==> config.mk <==
export PLATFORM = sky130hd
export DESIGN_NAME = mrsu_top
export DESIGN_NICKNAME = d
export VERILOG_FILES = /design/src/mrsu_pkg.sv /design/src/mrsu_top.sv
export SDC_FILE = /design/constraint.sdc
export NUM_CORES = 1
export LEC_CHECK = 0
export BUFFER_PORTS_ARGS = -buffer_cell sky130_fd_sc_hd__buf_2
export CORE_ASPECT_RATIO = 1.5
export CORE_MARGIN = 2
export CORE_UTILIZATION = 57
export CTS_BUF_LIST = sky130_fd_sc_hd__clkbuf_8
export DETAILED_ROUTE_END_ITERATION = 10
export MAX_ROUTING_LAYER = met4
export PLACE_DENSITY = 0.83
export SYNTH_ARGS = -nofsm -noshare
export SYNTH_HDL_FRONTEND = slang
export SYNTH_SLANG_ARGS = --single-unit
==> constraint.sdc <==
create_clock -name sys_clk_i -period 7.9 [get_ports sys_clk_i]
set_input_delay 1.185 -clock sys_clk_i [delete_from_list [all_inputs] [get_ports sys_clk_i]]
set_output_delay 1.185 -clock sys_clk_i [all_outputs]
set_load 0.01 [all_outputs]
==> src/mrsu_pkg.sv <==
// constants and types for the multiply-accumulate rounding unit
//------------------------------------------------------------
// Operation
// RL1 - integer mode: 16-bit operands, 40-bit accumulator
// RL2 - fractional operands: point between bits 15, 14
// RL3 - fractional accumulator point between bits 31, 30
// RL4 - round accumulator bits 31..16 half-to-even
// RL5 - round in stage three, after shift, acc0 write
// RL6 - rounding never alters the accumulator
// RL7 - integer mode rounds exactly like fractional
// RL8 - low half above/below 0x8000 rounds up/down
// RL9 - exact 0x8000 rounds up only when odd
// RL10 - saturated positive overflow reads 0x7FFF
// RL11 - saturated negative overflow reads 0x8000
// RL12 - saturate off: never clamp rounded result
// RL13 - rounded result is 16 LSBs, sign separate
// RL14 - operand B low write starts operation
// RL15 - config 0Ah clears accumulator, fractional mode
// RL16 - zero result sets zero flag, status 0x04
// RL17 - accumulator after two cycles, rounded after three
// RL18 - multiply-only mode replaces accumulator
// RL19 - software left and right accumulator shifts
// RL20 - top byte bits 39..32 plus four bytes
// RL21 - fractional product shifted left one bit
//------------------------------------------------------------
`default_nettype none
package mrsu_pkg;
   // register selects on the special-function write port
   typedef enum logic [3:0] {
      MRSU_SEL_CFG  = 4'h0,
      MRSU_SEL_AH   = 4'h1,
      MRSU_SEL_AL   = 4'h2,
      MRSU_SEL_BH   = 4'h3,
      MRSU_SEL_BL   = 4'h4,
      MRSU_SEL_ATOP = 4'h5,
      MRSU_SEL_ACC3 = 4'h6,
      MRSU_SEL_ACC2 = 4'h7,
      MRSU_SEL_ACC1 = 4'h8,
      MRSU_SEL_ACC0 = 4'h9,
      MRSU_SEL_STA  = 4'hA
   } mrsu_sel_e;
   // configuration bit positions
   localparam int MRSU_CFG_MULT_ONLY = 0;
   localparam int MRSU_CFG_FRAC      = 1;
   localparam int MRSU_CFG_SAT       = 2;
   localparam int MRSU_CFG_CLEAR     = 3;
   localparam int MRSU_CFG_SHIFT     = 4;
   localparam int MRSU_CFG_SHIFT_DIR = 5;
   localparam logic [7:0] MRSU_CFG_RESET = 8'h00;
   // status bit positions
   localparam int MRSU_STA_OVF  = 0;
   localparam int MRSU_STA_NEG  = 1;
   localparam int MRSU_STA_ZERO = 2;
   localparam int MRSU_STA_SOVF = 3;
   localparam logic [7:0] MRSU_STA_RESET = 8'h00;
   // rounding threshold and saturation limits
   localparam logic [15:0] MRSU_HALF    = 16'h8000;
   localparam logic [15:0] MRSU_SAT_POS = 16'h7FFF;
   localparam logic [15:0] MRSU_SAT_NEG = 16'h8000;
   // one software write to the unit
   typedef struct packed {
      logic       wr;
      mrsu_sel_e  sel;
      logic [7:0] data;
   } mrsu_sfr_wr_s;
   // state seen by software
   typedef struct packed {
      logic [39:0] acc;
      logic [15:0] rnd;
      logic [7:0]  cfg;
      logic [7:0]  sta;
   } mrsu_view_s;
endpackage
`default_nettype wire

==> src/mrsu_top.sv <==
// multiply-accumulate datapath with rounding and saturation engine
`timescale 1ns/1ps
`default_nettype none
module mrsu_top
   import mrsu_pkg::*;
#(
   parameter int OP_W  = 16,   // operand width
   parameter int ACC_W = 40    // accumulator width
)(
   // clock, reset, enable
   input  wire logic         sys_clk_i,
   input  wire logic         sys_rst_i,
   input  wire logic         ce_i,
   // processor special-function writes
   input  wire mrsu_sfr_wr_s sfr_i,
   // software-visible registers
   output var  mrsu_view_s   view_o,
   // pipeline activity, high while an operation is in flight
   output logic              busy_o
);

   //------------------------------------------------------------
   // state
   //------------------------------------------------------------
   logic [7:0]        cfg_reg, cfg_next;        // configuration
   logic [7:0]        sta_reg, sta_next;        // status flags
   logic [OP_W-1:0]   opa_reg, opa_next;        // operand A
   logic [OP_W-1:0]   opb_reg, opb_next;        // operand B
   logic [ACC_W-1:0]  acc_reg, acc_next;        // accumulator
   logic [15:0]       rnd_reg, rnd_next;        // rounded result
   logic [2*OP_W-1:0] prod_reg, prod_next;      // stage one product
   logic              s1_reg, s1_next;          // product valid
   logic              s1_mo_reg, s1_mo_next;    // multiply-only flag
   logic              s2_reg, s2_next;          // round request

   // combinational helpers
   logic [OP_W-1:0]    opb_new;                 // B with fresh low byte
   logic [2*OP_W-1:0]  prod_raw;                // signed product
   logic [ACC_W-1:0]   prod_ext;                // aligned product
   logic [ACC_W-1:0]   acc_sum;                 // accumulate result
   logic               acc_ovf;                 // 40-bit overflow
   logic [15:0]        lo_half;                 // acc bits 15..0
   logic               rnd_up;                  // round direction
   logic [24:0]        rnd_sum;                 // sign-extended bits 39..16 plus carry
   logic               rnd_ovf;                 // beyond 16-bit signed
   logic               start_op;                // B low written

   //------------------------------------------------------------
   // datapath arithmetic
   //------------------------------------------------------------
   // the product is taken from the value being written so that the
   // operation starts in the same cycle as the low-byte write
   always_comb
   begin
      start_op = sfr_i.wr && (sfr_i.sel == MRSU_SEL_BL);   // see RL14
      opb_new  = {opb_reg[OP_W-1:8], sfr_i.data};          // see RL14
      // signed operands, both modes multiply the same bits
      prod_raw = $signed(opa_reg) * $signed(opb_new);     // see RL1
      // fractional 1.15 x 1.15 gives 2.30; one left shift lands the
      // point between bits 31 and 30 of the accumulator; the shift is
      // done on a widened copy so the product's top bit is never lost
      if (cfg_reg[MRSU_CFG_FRAC])
      begin
         prod_ext = ACC_W'($signed({prod_reg, 1'b0}));      // see RL2, RL21, RL3
      end
      else
      begin
         prod_ext = ACC_W'($signed(prod_reg));              // see RL1
      end
      // accumulate or replace
      if (s1_mo_reg)
      begin
         acc_sum = prod_ext;                                // see RL18
      end
      else
      begin
         acc_sum = acc_reg + prod_ext;                      // see RL3
      end
      // overflow when both addends agree in sign and the sum does not
      acc_ovf = !s1_mo_reg && (acc_reg[ACC_W-1] == prod_reg[2*OP_W-1])
                && (acc_sum[ACC_W-1] != acc_reg[ACC_W-1]);
   end

   //------------------------------------------------------------
   // rounding engine
   //------------------------------------------------------------
   // looks only at the registered accumulator, computes rnd_up, rnd_sum and rnd_ovf
   always_comb
   begin
      lo_half = acc_reg[15:0];
      // half-to-even: above half up, below down, tie to even
      if (lo_half > MRSU_HALF)
      begin
         rnd_up = 1'b1;                                    // see RL8
      end
      else if (lo_half == MRSU_HALF)
      begin
         rnd_up = acc_reg[16];                             // see RL9
      end
      else
      begin
         rnd_up = 1'b0;                                    // see RL8
      end
      // wide sum keeps the overflow visible; same path in both modes
      // one guard bit so a carry out of bit 39 cannot flip the sign
      rnd_sum = {acc_reg[ACC_W-1], acc_reg[ACC_W-1:16]} + {24'h000000, rnd_up}; // see RL4, RL7
      rnd_ovf = (rnd_sum[24:15] != {10{rnd_sum[24]}});
   end

   //------------------------------------------------------------
   // next-state logic
   //------------------------------------------------------------
   always_comb
   begin
      cfg_next   = cfg_reg;
      sta_next   = sta_reg;
      opa_next   = opa_reg;
      opb_next   = opb_reg;
      acc_next   = acc_reg;
      rnd_next   = rnd_reg;
      prod_next  = prod_reg;
      s1_next    = 1'b0;
      s1_mo_next = s1_mo_reg;
      s2_next    = 1'b0;

      // software register writes
      if (sfr_i.wr)
      begin
         unique case (sfr_i.sel)
            MRSU_SEL_CFG:
            begin
               // clear and shift are actions, never stored
               cfg_next = sfr_i.data;
               cfg_next[MRSU_CFG_CLEAR] = 1'b0;
               cfg_next[MRSU_CFG_SHIFT] = 1'b0;
               if (sfr_i.data[MRSU_CFG_CLEAR])
               begin
                  acc_next = '0;                           // see RL15
               end
               else if (sfr_i.data[MRSU_CFG_SHIFT])
               begin
                  // arithmetic right keeps the sign
                  if (sfr_i.data[MRSU_CFG_SHIFT_DIR])
                  begin
                     acc_next = ACC_W'($signed(acc_reg) >>> 1); // see RL19
                  end
                  else
                  begin
                     acc_next = acc_reg << 1;              // see RL19
                  end
                  s2_next = 1'b1;                          // see RL5
               end
            end
            MRSU_SEL_AH:   opa_next[OP_W-1:8] = sfr_i.data;
            MRSU_SEL_AL:   opa_next[7:0]      = sfr_i.data;
            MRSU_SEL_BH:   opb_next[OP_W-1:8] = sfr_i.data;
            MRSU_SEL_BL:
            begin
               // stage one: capture product and mode
               opb_next   = opb_new;
               prod_next  = prod_raw;                      // see RL14
               s1_next    = 1'b1;
               s1_mo_next = cfg_reg[MRSU_CFG_MULT_ONLY];   // see RL18
            end
            MRSU_SEL_ATOP: acc_next[39:32] = sfr_i.data;   // see RL20
            MRSU_SEL_ACC3: acc_next[31:24] = sfr_i.data;   // see RL20
            MRSU_SEL_ACC2: acc_next[23:16] = sfr_i.data;   // see RL20
            MRSU_SEL_ACC1: acc_next[15:8]  = sfr_i.data;   // see RL20
            MRSU_SEL_ACC0:
            begin
               acc_next[7:0] = sfr_i.data;                 // see RL20
               s2_next = 1'b1;                             // see RL5
            end
            MRSU_SEL_STA:  sta_next = sfr_i.data;
            default:
            begin
               // unmapped selects are ignored
            end
         endcase
      end

      // stage two: accumulate; wins over a software byte write
      if (s1_reg)
      begin
         acc_next = acc_sum;                               // see RL17
         s2_next  = 1'b1;
         sta_next[MRSU_STA_ZERO] = (acc_sum == '0);        // see RL16
         sta_next[MRSU_STA_NEG]  = acc_sum[ACC_W-1];       // see RL13
         // sticky: the hardware set beats a same-cycle clear
         if (acc_ovf)
         begin
            sta_next[MRSU_STA_OVF] = 1'b1;
         end
      end

      // stage three: round into the result register; a clamp also sets the SOVF flag
      if (s2_reg)
      begin
         if (cfg_reg[MRSU_CFG_SAT] && rnd_ovf)
         begin
            sta_next[MRSU_STA_SOVF] = 1'b1;
            if (rnd_sum[24])
            begin
               rnd_next = MRSU_SAT_NEG;                    // see RL11
            end
            else
            begin
               rnd_next = MRSU_SAT_POS;                    // see RL10
            end
         end
         else
         begin
            // no clamp: keep only the 16 low bits, wrap allowed
            rnd_next = rnd_sum[15:0];                      // see RL12, RL13, RL6
         end
      end
   end

   //------------------------------------------------------------
   // registers
   //------------------------------------------------------------
   // clock enable low freezes every flop, pipeline included
   always_ff @(posedge sys_clk_i)
   begin
      if (sys_rst_i)
      begin
         cfg_reg   <= MRSU_CFG_RESET;
         sta_reg   <= MRSU_STA_RESET;
         opa_reg   <= '0;
         opb_reg   <= '0;
         acc_reg   <= '0;
         rnd_reg   <= '0;
         prod_reg  <= '0;
         s1_reg    <= 1'b0;
         s1_mo_reg <= 1'b0;
         s2_reg    <= 1'b0;
      end
      else if (ce_i)
      begin
         cfg_reg   <= cfg_next;
         sta_reg   <= sta_next;
         opa_reg   <= opa_next;
         opb_reg   <= opb_next;
         acc_reg   <= acc_next;
         rnd_reg   <= rnd_next;
         prod_reg  <= prod_next;
         s1_reg    <= s1_next;
         s1_mo_reg <= s1_mo_next;
         s2_reg    <= s2_next;
      end
   end

   //------------------------------------------------------------
   // outputs
   //------------------------------------------------------------
   always_comb
   begin
      view_o.acc = acc_reg;
      view_o.rnd = rnd_reg;
      view_o.cfg = cfg_reg;
      view_o.sta = sta_reg;
      busy_o     = s1_reg || s2_reg;
   end

endmodule
`default_nettype wire

# ---- Yosys cells after proc, flatten, opt, wreduce, memory -nomap -nowiden
# Cells that the tools add are included.
# Widths: inputs -> output; s select.
dict set report word_totals {
  reg_bits 129
  input_bits 16
  output_inout_bits 73
  elab_cells 95
}
dict set report op_classes {
  add_sub_neg 2
  mul 1
  n_lt_le_gt_ge 1
  n_eq_ne 16
  n_mux 29
  reduce_logical 28
}
# cell count
set op_table {}
lappend op_table {{$mux 40} 6}
lappend op_table {{$pmux 8 s2} 5}
lappend op_table {{$add 40x40->40} 1}
lappend op_table {{$logic_not 40->1} 1}
lappend op_table {{$mul 16x16->32} 1}
lappend op_table {{$mux 16} 2}
lappend op_table {{$mux 32} 1}
lappend op_table {{$add 24x2->25} 1}
lappend op_table {{$reduce_and 3->1} 7}
lappend op_table {{$reduce_and 4->1} 5}
lappend op_table {{$eq 16x16->1 const B} 1}
lappend op_table {{$eq 4x3->1 const B} 4}
lappend op_table {{$gt 16x16->1 const B} 1}
lappend op_table {{$reduce_bool 3->1} 5}
lappend op_table {{$eq 4x4->1 const B} 3}
lappend op_table {{$mux 1} 11}
lappend op_table {{$ne 9x9->1} 1}
lappend op_table {{$eq 4x2->1 const B} 2}
lappend op_table {{$mux 4} 2}
lappend op_table {{$ne 4x4->1 const B} 2}
lappend op_table {{$reduce_and 5->1} 1}
lappend op_table {{$eq 4x1->1 const B} 1}
lappend op_table {{$logic_not 4->1} 1}
lappend op_table {{$reduce_bool 2->1} 2}
lappend op_table {{8 further kinds} 10}

# ---- Logic depth before layout (Yosys ltp)
# Gate-level depths: netlist of the first run.
dict set report logic_depth {
  word_depth 8
  ltp_mapped 27
  mapped_depth_nobuf 24
}

# ---- Least setup slack after synthesis of the first run
# Ideal clock, no wire load.
dict set report synth_timing {
  kind {input port to flip-flop}
  from {input sfr_i[5] in the netlist's numbering}
  to {register prod_reg[26]}
  t_arrival_ps 7274
  setup_slack_ps 556
  stages 24
  n_path_buf 3
  path_cell_list {clkbuf_1 > clkbuf_1 > clkbuf_1 > and2_1 > fa_1 > inv_1 > fa_1 > fa_1 > fa_1 > inv_1 > fa_1 > fa_1 > ha_1 > a21o_1 > a21o_1 > a21oi_1 > o21ai_0 > a211oi_1 > o21ai_0 > and2_1 > a311oi_1 > xnor2_1 > nand2_1 > a21oi_1}
}
dict set report synth_via {
  elab_chain_len 1
}
# element line_no
set synth_lines {}
lappend synth_lines {{start, declared} mrsu_top.sv:15} ;# input wire mrsu_sfr_wr_s sfr_i,
lappend synth_lines {{$mul 16x16->32} mrsu_top.sv:58} ;# prod_raw = $signed(opa_reg) * $signed(opb_new);
lappend synth_lines {{end signal, assigned} mrsu_top.sv:246} ;# prod_reg <= prod_next;
lappend synth_lines {{end, declared} mrsu_top.sv:31} ;# logic [2*OP_W-1:0] prod_reg, prod_next;
# No other way between the ends.
# A chain may end at the register's enable or synchronous reset.

# ---- Worst setup path in the final report of the first run
dict set report layout_timing {
  from {input sfr_i[1] in the netlist's numbering}
  to {register prod_reg[26]}
}
# Same word-level chain as after synthesis.

==> results of run 1 <==
through the flow:
stage	power, mW	utilization	setup WS (ns)	hold slack, ns
5_1_grt	1.50	0.607	0.412	0.493
3_3_place_gp	0.822	0.594	0.403	0.453
6_report	1.47	0.607	0.708	0.475
3_5_place_dp	0.826	0.594	0.260	0.462
2_1_floorplan	0.779	-	0.556	0.439
4_1_cts	1.46	0.607	0.765	0.474
worst min-delay path by stage:
stage / depth (start not counted) / to / slack [ns] / startpoint
floorplan: 2 / prod_reg[10] / 0.44 / prod_reg[10]
global placement: 2 / rnd_reg[13] / 0.45 / rnd_reg[13]
detailed placement: 2 / prod_reg[12] / 0.46 / prod_reg[12]
CTS: 2 / prod_reg[13] / 0.47 / prod_reg[13]
global route: 2 / prod_reg[13] / 0.49 / prod_reg[13]
finish: 2 / prod_reg[13] / 0.47 / prod_reg[13]
critical path: cells and delay by family:
| kind | cells | cell delay (ns) |
|---|---|---|
| adder cells (fa/ha/maj) | 7 | 3.43 |
| XOR/XNOR | 1 | 0.17 |
| buffers and inverters | 2 | 0.52 |
| AO/OA/AOI/OAI | 8 | 1.81 |
| AND/OR/NAND/NOR | 3 | 0.46 |
routing by layer:
layer  track usage  vias to the layer above
li1              -                     7925
met1         0.387                     8659
met2         0.581                      867
met3        0.0400                      275
met4         0.193                        0
met5             -                        -
where the power goes:
part	internal [mW]	leakage, nW	total (mW)	switching (mW)
Sequential	0.653	1.04	0.661	0.00820
Clock	0.332	0.221	0.651	0.319
Combinational	0.0474	8.74	0.154	0.107
cell type report:
class,instances,area (sq um)
Multi-Input combinational cell,1820,15300
Fill cell,2962,13400
Sequential cell,129,2580
Inverter,312,1170
Timing Repair Buffer,116,661
Tap cell,425,532
Clock buffer,18,248
Clock inverter,14,193
Antenna cell,4,10.0
logic make-up (layout without fill, tap and decap cells):
group                    count (synthesis)  count (layout)  synth area share
AO/OA/AOI/OAI                          448             448             0.145
multiplexers                           108             108            0.0570
buffers and inverters                  457             460            0.0885
flip-flops                             129             129             0.132
adder cells (fa/ha/maj)                386             386             0.347
XOR/XNOR                                75              75            0.0335
AND/OR/NAND/NOR                        801             801             0.197
other                                    1               6          0.000191
placed cells by master (no fill, tap or decap), drive strengths merged, types with 5 or more instances in the layout:
cell | Yosys | final
inv | 311 | 318
fa | 263 | 263
nand2 | 260 | 260
nor2 | 189 | 189
a21oi | 173 | 173
and2 | 134 | 134
dfxtp | 129 | 129
ha | 123 | 123
buf | 21 | 116
mux2i | 83 | 83
o21ai | 69 | 69
nor3 | 65 | 65
a211oi | 61 | 61
xnor2 | 47 | 47
nand3 | 29 | 29
a21o | 28 | 28
xor2 | 28 | 28
mux2 | 25 | 25
nand4 | 20 | 20
clkbuf | 124 | 18
nor2b | 17 | 17
nor4 | 16 | 16
o21a | 14 | 14
nand2b | 13 | 13
o31ai | 13 | 13
a31oi | 13 | 13
o211ai | 13 | 13
o21bai | 12 | 12
nor3b | 11 | 11
or3 | 10 | 10
and3 | 8 | 8
or4 | 8 | 8
nand3b | 7 | 7
a311oi | 6 | 6
a211o | 5 | 5
==> summary.txt, run 1 <==
Routing
  – Violation count after the first detailed-route iteration: 1385
  – Post-route DRC: 0
  – Met1 Routed Length: 21.4 mm
  – Wire length on met2: 29.0 mm
  – Number of search-and-repair iterations in the first detailed-routing pass: 7
  – Routed wire length on met3: about 4 mm
  – Via count: approximately 18000
  – Uppermost metal layer occupied by signal nets: met4
  – Routed vias/inst: approximately 6.2
  – Average wire per standard cell: approximately 21 um
  – Post-DRT Antenna Nets: 0
  – Total routed wirelength: 58.3 mm

Logic synthesis
  – Fraction of post-synthesis cell area in the top cell type by area: 0.269
  – Number of synthesized register bits: 129
  – Top-count cell post-synth: sky130_fd_sc_hd__inv_1
  – Leading cell types by total area after synthesis: sky130_fd_sc_hd__fa_1 27%, sky130_fd_sc_hd__dfxtp_1 13%, sky130_fd_sc_hd__ha_1 7.9%
  – Netlist area before placement: 19600 sq um
  – Most used flip-flop cell after synthesis: sky130_fd_sc_hd__dfxtp_1
  – Fraction of the yosys area taken by sequential cells: 0.132
  – Total of warnings raised by yosys: 0
  – Post-synthesis async set-or-reset flop share: 0
  – Library cells used by synthesis: just over 80
  – Mean instance size in the synthesized netlist: 8.14 sq um
  – Synth cell count leaders: 310 x sky130_fd_sc_hd__inv_1, 263 x sky130_fd_sc_hd__fa_1, 259 x sky130_fd_sc_hd__nand2_1
  – Most area-hungry cell type in the Yosys netlist: sky130_fd_sc_hd__fa_1
  – Post-Synthesis Cells: 2405
  – Number of synthesized flops with an enable pin: 0

Status
  – Run status: completed

Setup path
  – Classification of the worst setup path: input pin to flip-flop
  – Data arrival time of the critical path: 7.60 ns
  – Worst-path cell chain: buf_2 -> nand2_1 -> fa_1 -> fa_1 -> fa_1 -> fa_1 -> inv_1 -> fa_1 -> fa_1 -> ha_1 -> a21o_1 -> a21o_1 -> a21oi_1 -> o21ai_0 -> a211oi_1 -> o21ai_0 -> and2_1 -> a311oi_1 -> xnor2_1 -> nand2_1 -> a21oi_1
  – CP Capture Type: flip-flop
  – Capture point of the critical path: prod_reg[26]
  – Launching point of the worst reg2reg path: opa_reg[5]
  – Most prevalent standard cell on the critical path: sky130_fd_sc_hd__fa_1
  – Worst path max stage delay: between 0.5 and 0.6 ns
  – Required time of the critical path: 8.31 ns
  – Maximum fanout along the worst path: 23
  – Worst r2r path cells: 24
  – Critical Path Source Type: input pin
  – RR Endpoint: prod_reg[27]
  – Critical path startpoint: sfr_i[1]
  – Setup slack, reg-to-reg: 0.96 ns
  – Slowest cell on the critical path: sky130_fd_sc_hd__fa_1

Pwr
  – Worst supply voltage drop on vdd: 0.000105 V
  – Leak pwr: 10.0 nW
  – Cell area power density: 70.9 nW/um^2

CTS
  – Setup repair bufs after CTS: 0
  – Post_cts resized: 0
  – H-tree lvl count: 4
  – Number of CTS-inserted buffers: 17
  – Buffers from clock root to sink, at most: 2
  – Clock insertion delay at the later pin of the skew report: 0.48 ns
  – Cts-stage hold buffer count: 0
  – Clk pin slew, worst setup/hold paths: roughly 0.090 ns
  – Clock root buffer: sky130_fd_sc_hd__clkbuf_8
  – Clock sinks: 129
  – TritonCTS clock tree: yes

Final layout
  – Final Cell Area: about 21000 sq um
  – Max FFs per register: 40
  – Final instance count without filler cells: approximately 2800
  – Area growth from synthesis to layout: 5.62%
  – Layout Nets: 2798
  – Fraction of final layout cells sized beyond drive strength 1: 0.0809

Placed design
  – Dpl hpwl: 44.6 mm
  – Total placed cells including tap cells: about 2800
  – Total placed instance area: 20200 sq um
  – Number of buffer cells added on primary ports: 86
  – Routability congestion estimate: ~0.96

Floorplan
  – Initial core utilization: 0.575
  – Die Outline Area: 35900 sq um
  – Y dimension of the die: 231 um
  – Number of core rows: 83
  – Placeable core area: ~34000 sq um
  – Die span in x: 155 um
  – Count of boundary I/O pins: 89

Timing
  – Setup repair after global routing missed its margin: no
  – Final worst path period need: around 7 ns
  – Final count of pins violating max slew: 0
  – Final Hold Viols: 0
  – Clock Skews: between 0.015 and 0.02 ns
  – Final cycle utilization of the critical path: 0.910
  – Transition time at the pin with the least slew margin: 1.17 ns
  – TNS Setup: 0 ns
  – Peak Freq: 139 MHz
  – Final setup violation count: 0
  – Max-slew headroom at the worst pin: 0.216

Global route
  – Final global-route overflow total: 0
  – Global-route wire length before repair: 93.5 mm
  – Number of global-route vias before repair: between 15000 and 20000
  – Pin count of the biggest net entering global routing: 73
  – Antenna violations before repair: 1
  – GRT Overall Usage: 0.341

Run
  – Reported max-cap violation count: 0

Worst hold path
  – Hold/Removal Path Class: flip-flop to flip-flop
No activity file was read; power rests on OpenSTA's default activity.
==> run 2, diff against run 1 <==
Settings changed: BUFFER_PORTS_ARGS -buffer_cell sky130_fd_sc_hd__buf_2 to -buffer_cell sky130_fd_sc_hd__buf_4, CORE_ASPECT_RATIO 1.5 to 0.5.
==> summary.txt, run 2 (synthesis gave the netlist of run 1 again) <==
CTS
  – Clock root buffer: sky130_fd_sc_hd__clkbuf_8
  – Clock insertion delay at the later pin of the skew report: 0.49 ns (about the same)
  – Buffers from clock root to sink, at most: 2 (unchanged)
  – Setup repair bufs after CTS: 0 (unchanged)
  – Number of CTS-inserted buffers: 17 (unchanged)
  – Clock sinks: 129 (unchanged)
  – TritonCTS clock tree: yes
  – Post_cts resized: 0 (unchanged)
  – Clk pin slew, worst setup/hold paths: 0.10 ns (about the same)
  – Cts-stage hold buffer count: 0 (unchanged)
  – H-tree lvl count: 4 (unchanged)

Floorplan
  – Die Outline Area: 35900 sq um (+0.16%)
  – Initial core utilization: 0.585 (+0.0103)
  – Y dimension of the die: 135 um (-42%)
  – Count of boundary I/O pins: 89 (unchanged)
  – Placeable core area: 33500 sq um (-1.8%)
  – Number of core rows: 47 (-43%)
  – Die span in x: 266 um (+71%)

Setup path
  – Critical Path Source Type: flip-flop
  – Worst-path cell chain: nand2_1 -> fa_1 -> inv_1 -> fa_1 -> inv_1 -> fa_1 -> inv_1 -> fa_1 -> fa_1 -> inv_1 -> fa_1 -> inv_1 -> ha_1 -> a21o_1 -> a21o_1 -> a21oi_1 -> o31ai_1 -> o31ai_1 -> a21boi_0 -> a21oi_1 -> nor2b_1 -> xnor2_1 -> nand2_1 -> a21oi_1
  – Most prevalent standard cell on the critical path: sky130_fd_sc_hd__fa_1
  – Classification of the worst setup path: flip-flop to flip-flop
  – Setup slack, reg-to-reg: 0.91 ns (-0.05 ns)
  – Data arrival time of the critical path: 7.41 ns (-0.19 ns)
  – Worst r2r path cells: 24 (unchanged)
  – Maximum fanout along the worst path: 17 (-26%)
  – Critical path startpoint: opa_reg[7]
  – RR Endpoint: prod_reg[27]
  – Capture point of the critical path: prod_reg[27]
  – Worst path max stage delay: 0.97 ns (+0.39 ns)
  – Launching point of the worst reg2reg path: opa_reg[7]
  – Required time of the critical path: 8.32 ns (about the same)
  – CP Capture Type: flip-flop
  – Slowest cell on the critical path: sky130_fd_sc_hd__dfxtp_1

Status
  – Run status: completed

Global route
  – Pin count of the biggest net entering global routing: 80 (+9.6%)
  – GRT Overall Usage: 0.325 (-0.0155)
  – Global-route wire length before repair: 89.6 mm (-4.2%)
  – Number of global-route vias before repair: 16900 (-7.2%)
  – Met3 track utilization from global routing: 0.0731 (+0.0331)
  – Final global-route overflow total: 0 (unchanged)
  – Top Usage Layer GRT: met2
  – Antenna violations before repair: 0 (-1)
  – Global-route track usage on met1: 0.441 (+0.0541)
  – M2 GR Usage: 0.493 (-0.0883)

Timing
  – TNS Setup: 0 ns (unchanged)
  – Max-slew headroom at the worst pin: 0.216 (-0.000425)
  – Clock Skews: 0.0187 ns (+0.00314 ns)
  – Final cycle utilization of the critical path: 0.885 (-0.0258)
  – Final setup violation count: 0 (unchanged)
  – Final setup slack of the worst path: 0.912 ns (+0.204 ns)
  – Final count of pins violating max slew: 0 (unchanged)
  – Peak Freq: 143 MHz (+2.9%)
  – Transition time at the pin with the least slew margin: 1.17 ns (+0.000634 ns)
  – Setup repair after global routing missed its margin: no
  – Final worst path period need: 6.99 ns (-0.204 ns)
  – Final Hold Viols: 0 (unchanged)
  – Worst-case hold slack: 0.464 ns (-0.0108 ns)

Pwr
  – Sequential Power Share: 0.474 (+0.023)
  – Cell area power density: 67.0 nW/um^2 (-5.4%)
  – Tot Pwr: 1.39 mW (-4.9%)
  – Leak pwr: 9.94 nW (-0.65%)
  – Switching share of total power: 0.329 (+0.0337)
  – Worst supply voltage drop on vdd: 0.0000620 V (-41%)
  – Comb pwr share: 0.113 (+0.008)
  – Switching component of the power: 0.459 mW (+5.9%)
  – Internal: 0.935 mW (-9.5%)
  – Clock network fraction of design power: 0.413 (-0.031)

Run
  – Reported max-cap violation count: 0 (unchanged)

Placed design
  – Post-Place Setup Slack: 0.525 ns (+0.265 ns)
  – Number of buffer cells added on primary ports: 86 (unchanged)
  – Total placed cells including tap cells: 2812 (+0.36%)
  – Dpl hpwl: 41.4 mm (-7.2%)
  – Routability congestion estimate: 0.987 (+2.5%)
  – Total placed instance area: 20400 sq um (+0.92%)

Routing
  – Post-DRT Antenna Nets: 0 (unchanged)
  – Post-route DRC: 0 (unchanged)
  – Routed vias/inst: 6.13 (-1.9%)
  – Violation count after the first detailed-route iteration: 2081 (+50%)
  – Via count: 17400 (-1.7%)
  – Number of search-and-repair iterations in the first detailed-routing pass: 7 (unchanged)
  – Average wire per standard cell: 19.6 um (-4.5%)
  – Total routed wirelength: 55.8 mm (-4.3%)

Worst hold path
  – Hold path cells: 2 (unchanged)
  – Hold/Removal Path Class: flip-flop to flip-flop

Final layout
  – Number of diodes: 0 (-4)
  – Commonest cells after routing, fill and taps aside: 310 x sky130_fd_sc_hd__inv_1, 263 x sky130_fd_sc_hd__fa_1, 259 x sky130_fd_sc_hd__nand2_1
  – Area growth from synthesis to layout: 6.18%
  – Number of inserted filler cells in the final layout: 2765 (-6.7%)
  – Final instance count without filler cells: 2844 (+0.21%)
  – Layout Nets: 2792 (-0.21%)
  – Most common cell after layout, fill and taps aside: sky130_fd_sc_hd__inv_1
  – Fraction of final layout cells sized beyond drive strength 1: 0.0787 (-0.00229)
  – Max FFs per register: 40 (unchanged)
  – End-of-flow core utilization: 0.621 (+0.0142)
  – Final Cell Area: 20800 sq um (+0.53%)
## run 2: changes by cell type in the layout (fill, tap and decap cells not counted)
cell,change
sky130_fd_sc_hd__clkinvlp_4,+2
sky130_fd_sc_hd__clkbuf_8,-1
sky130_fd_sc_hd__bufinv_16,-3
sky130_fd_sc_hd__inv_8,+1
sky130_fd_sc_hd__buf_2,-84
sky130_fd_sc_hd__buf_4,+78
sky130_fd_sc_hd__inv_6,+1
sky130_fd_sc_hd__clkinv_2,+1
sky130_fd_sc_hd__clkinv_8,+1
sky130_fd_sc_hd__diode_2,-4
sky130_fd_sc_hd__clkinv_4,-2
## run 2: area by class of cell
cell class	instances	area (sq um)	share of cell area
Clock buffer	17	234	0.0113
Timing Repair Buffer	110	826	0.0397
Sequential cell	129	2580	0.124
Tap cell	441	552	0.0265
Multi-Input combinational cell	1820	15300	0.735
Inverter	312	1170	0.0563
Clock inverter	15	141	0.00680
## run 2: layer usage
| metal | vias up | part of all wire |
|---|---|---|
| met4 | 0 | 0.027 |
| li1 | 7911 | - |
| met2 | 953 | 0.44 |
| met1 | 8409 | 0.42 |
| met5 | - | 0 |
| met3 | 158 | 0.12 |
## run 2: how the worst min path moves through the flow
stage / startpoint / to
2_1_floorplan: prod_reg[10] / prod_reg[10]
3_3_place_gp: cfg_reg[6] / cfg_reg[6]
3_5_place_dp: cfg_reg[6] / cfg_reg[6]
4_1_cts: cfg_reg[6] / cfg_reg[6]
5_1_grt: prod_reg[25] / prod_reg[25]
6_report: cfg_reg[6] / cfg_reg[6]
## run 2: critical path: cells and delay by family, from the launching register on
family / cells / cell delay, ns
flops: 1 / 0.97
fa+ha+maj: 7 / 3.39
simple gates: 3 / 0.46
xor+xnor: 1 / 0.13
compound gates: 8 / 1.74
buf+inv: 5 / 0.24
## run 2: power by group through the flow
| stage | combinational, mW | sequential (mW) | clock [mW] |
|---|---|---|---|
| after floorplan | 0.107 | 0.672 | 0 |
| after global placement | 0.149 | 0.676 | 0 |
| after detailed placement | 0.153 | 0.676 | 0 |
| after CTS | 0.153 | 0.660 | 0.571 |
| after global routing | 0.170 | 0.661 | 0.599 |
| final | 0.158 | 0.661 | 0.575 |
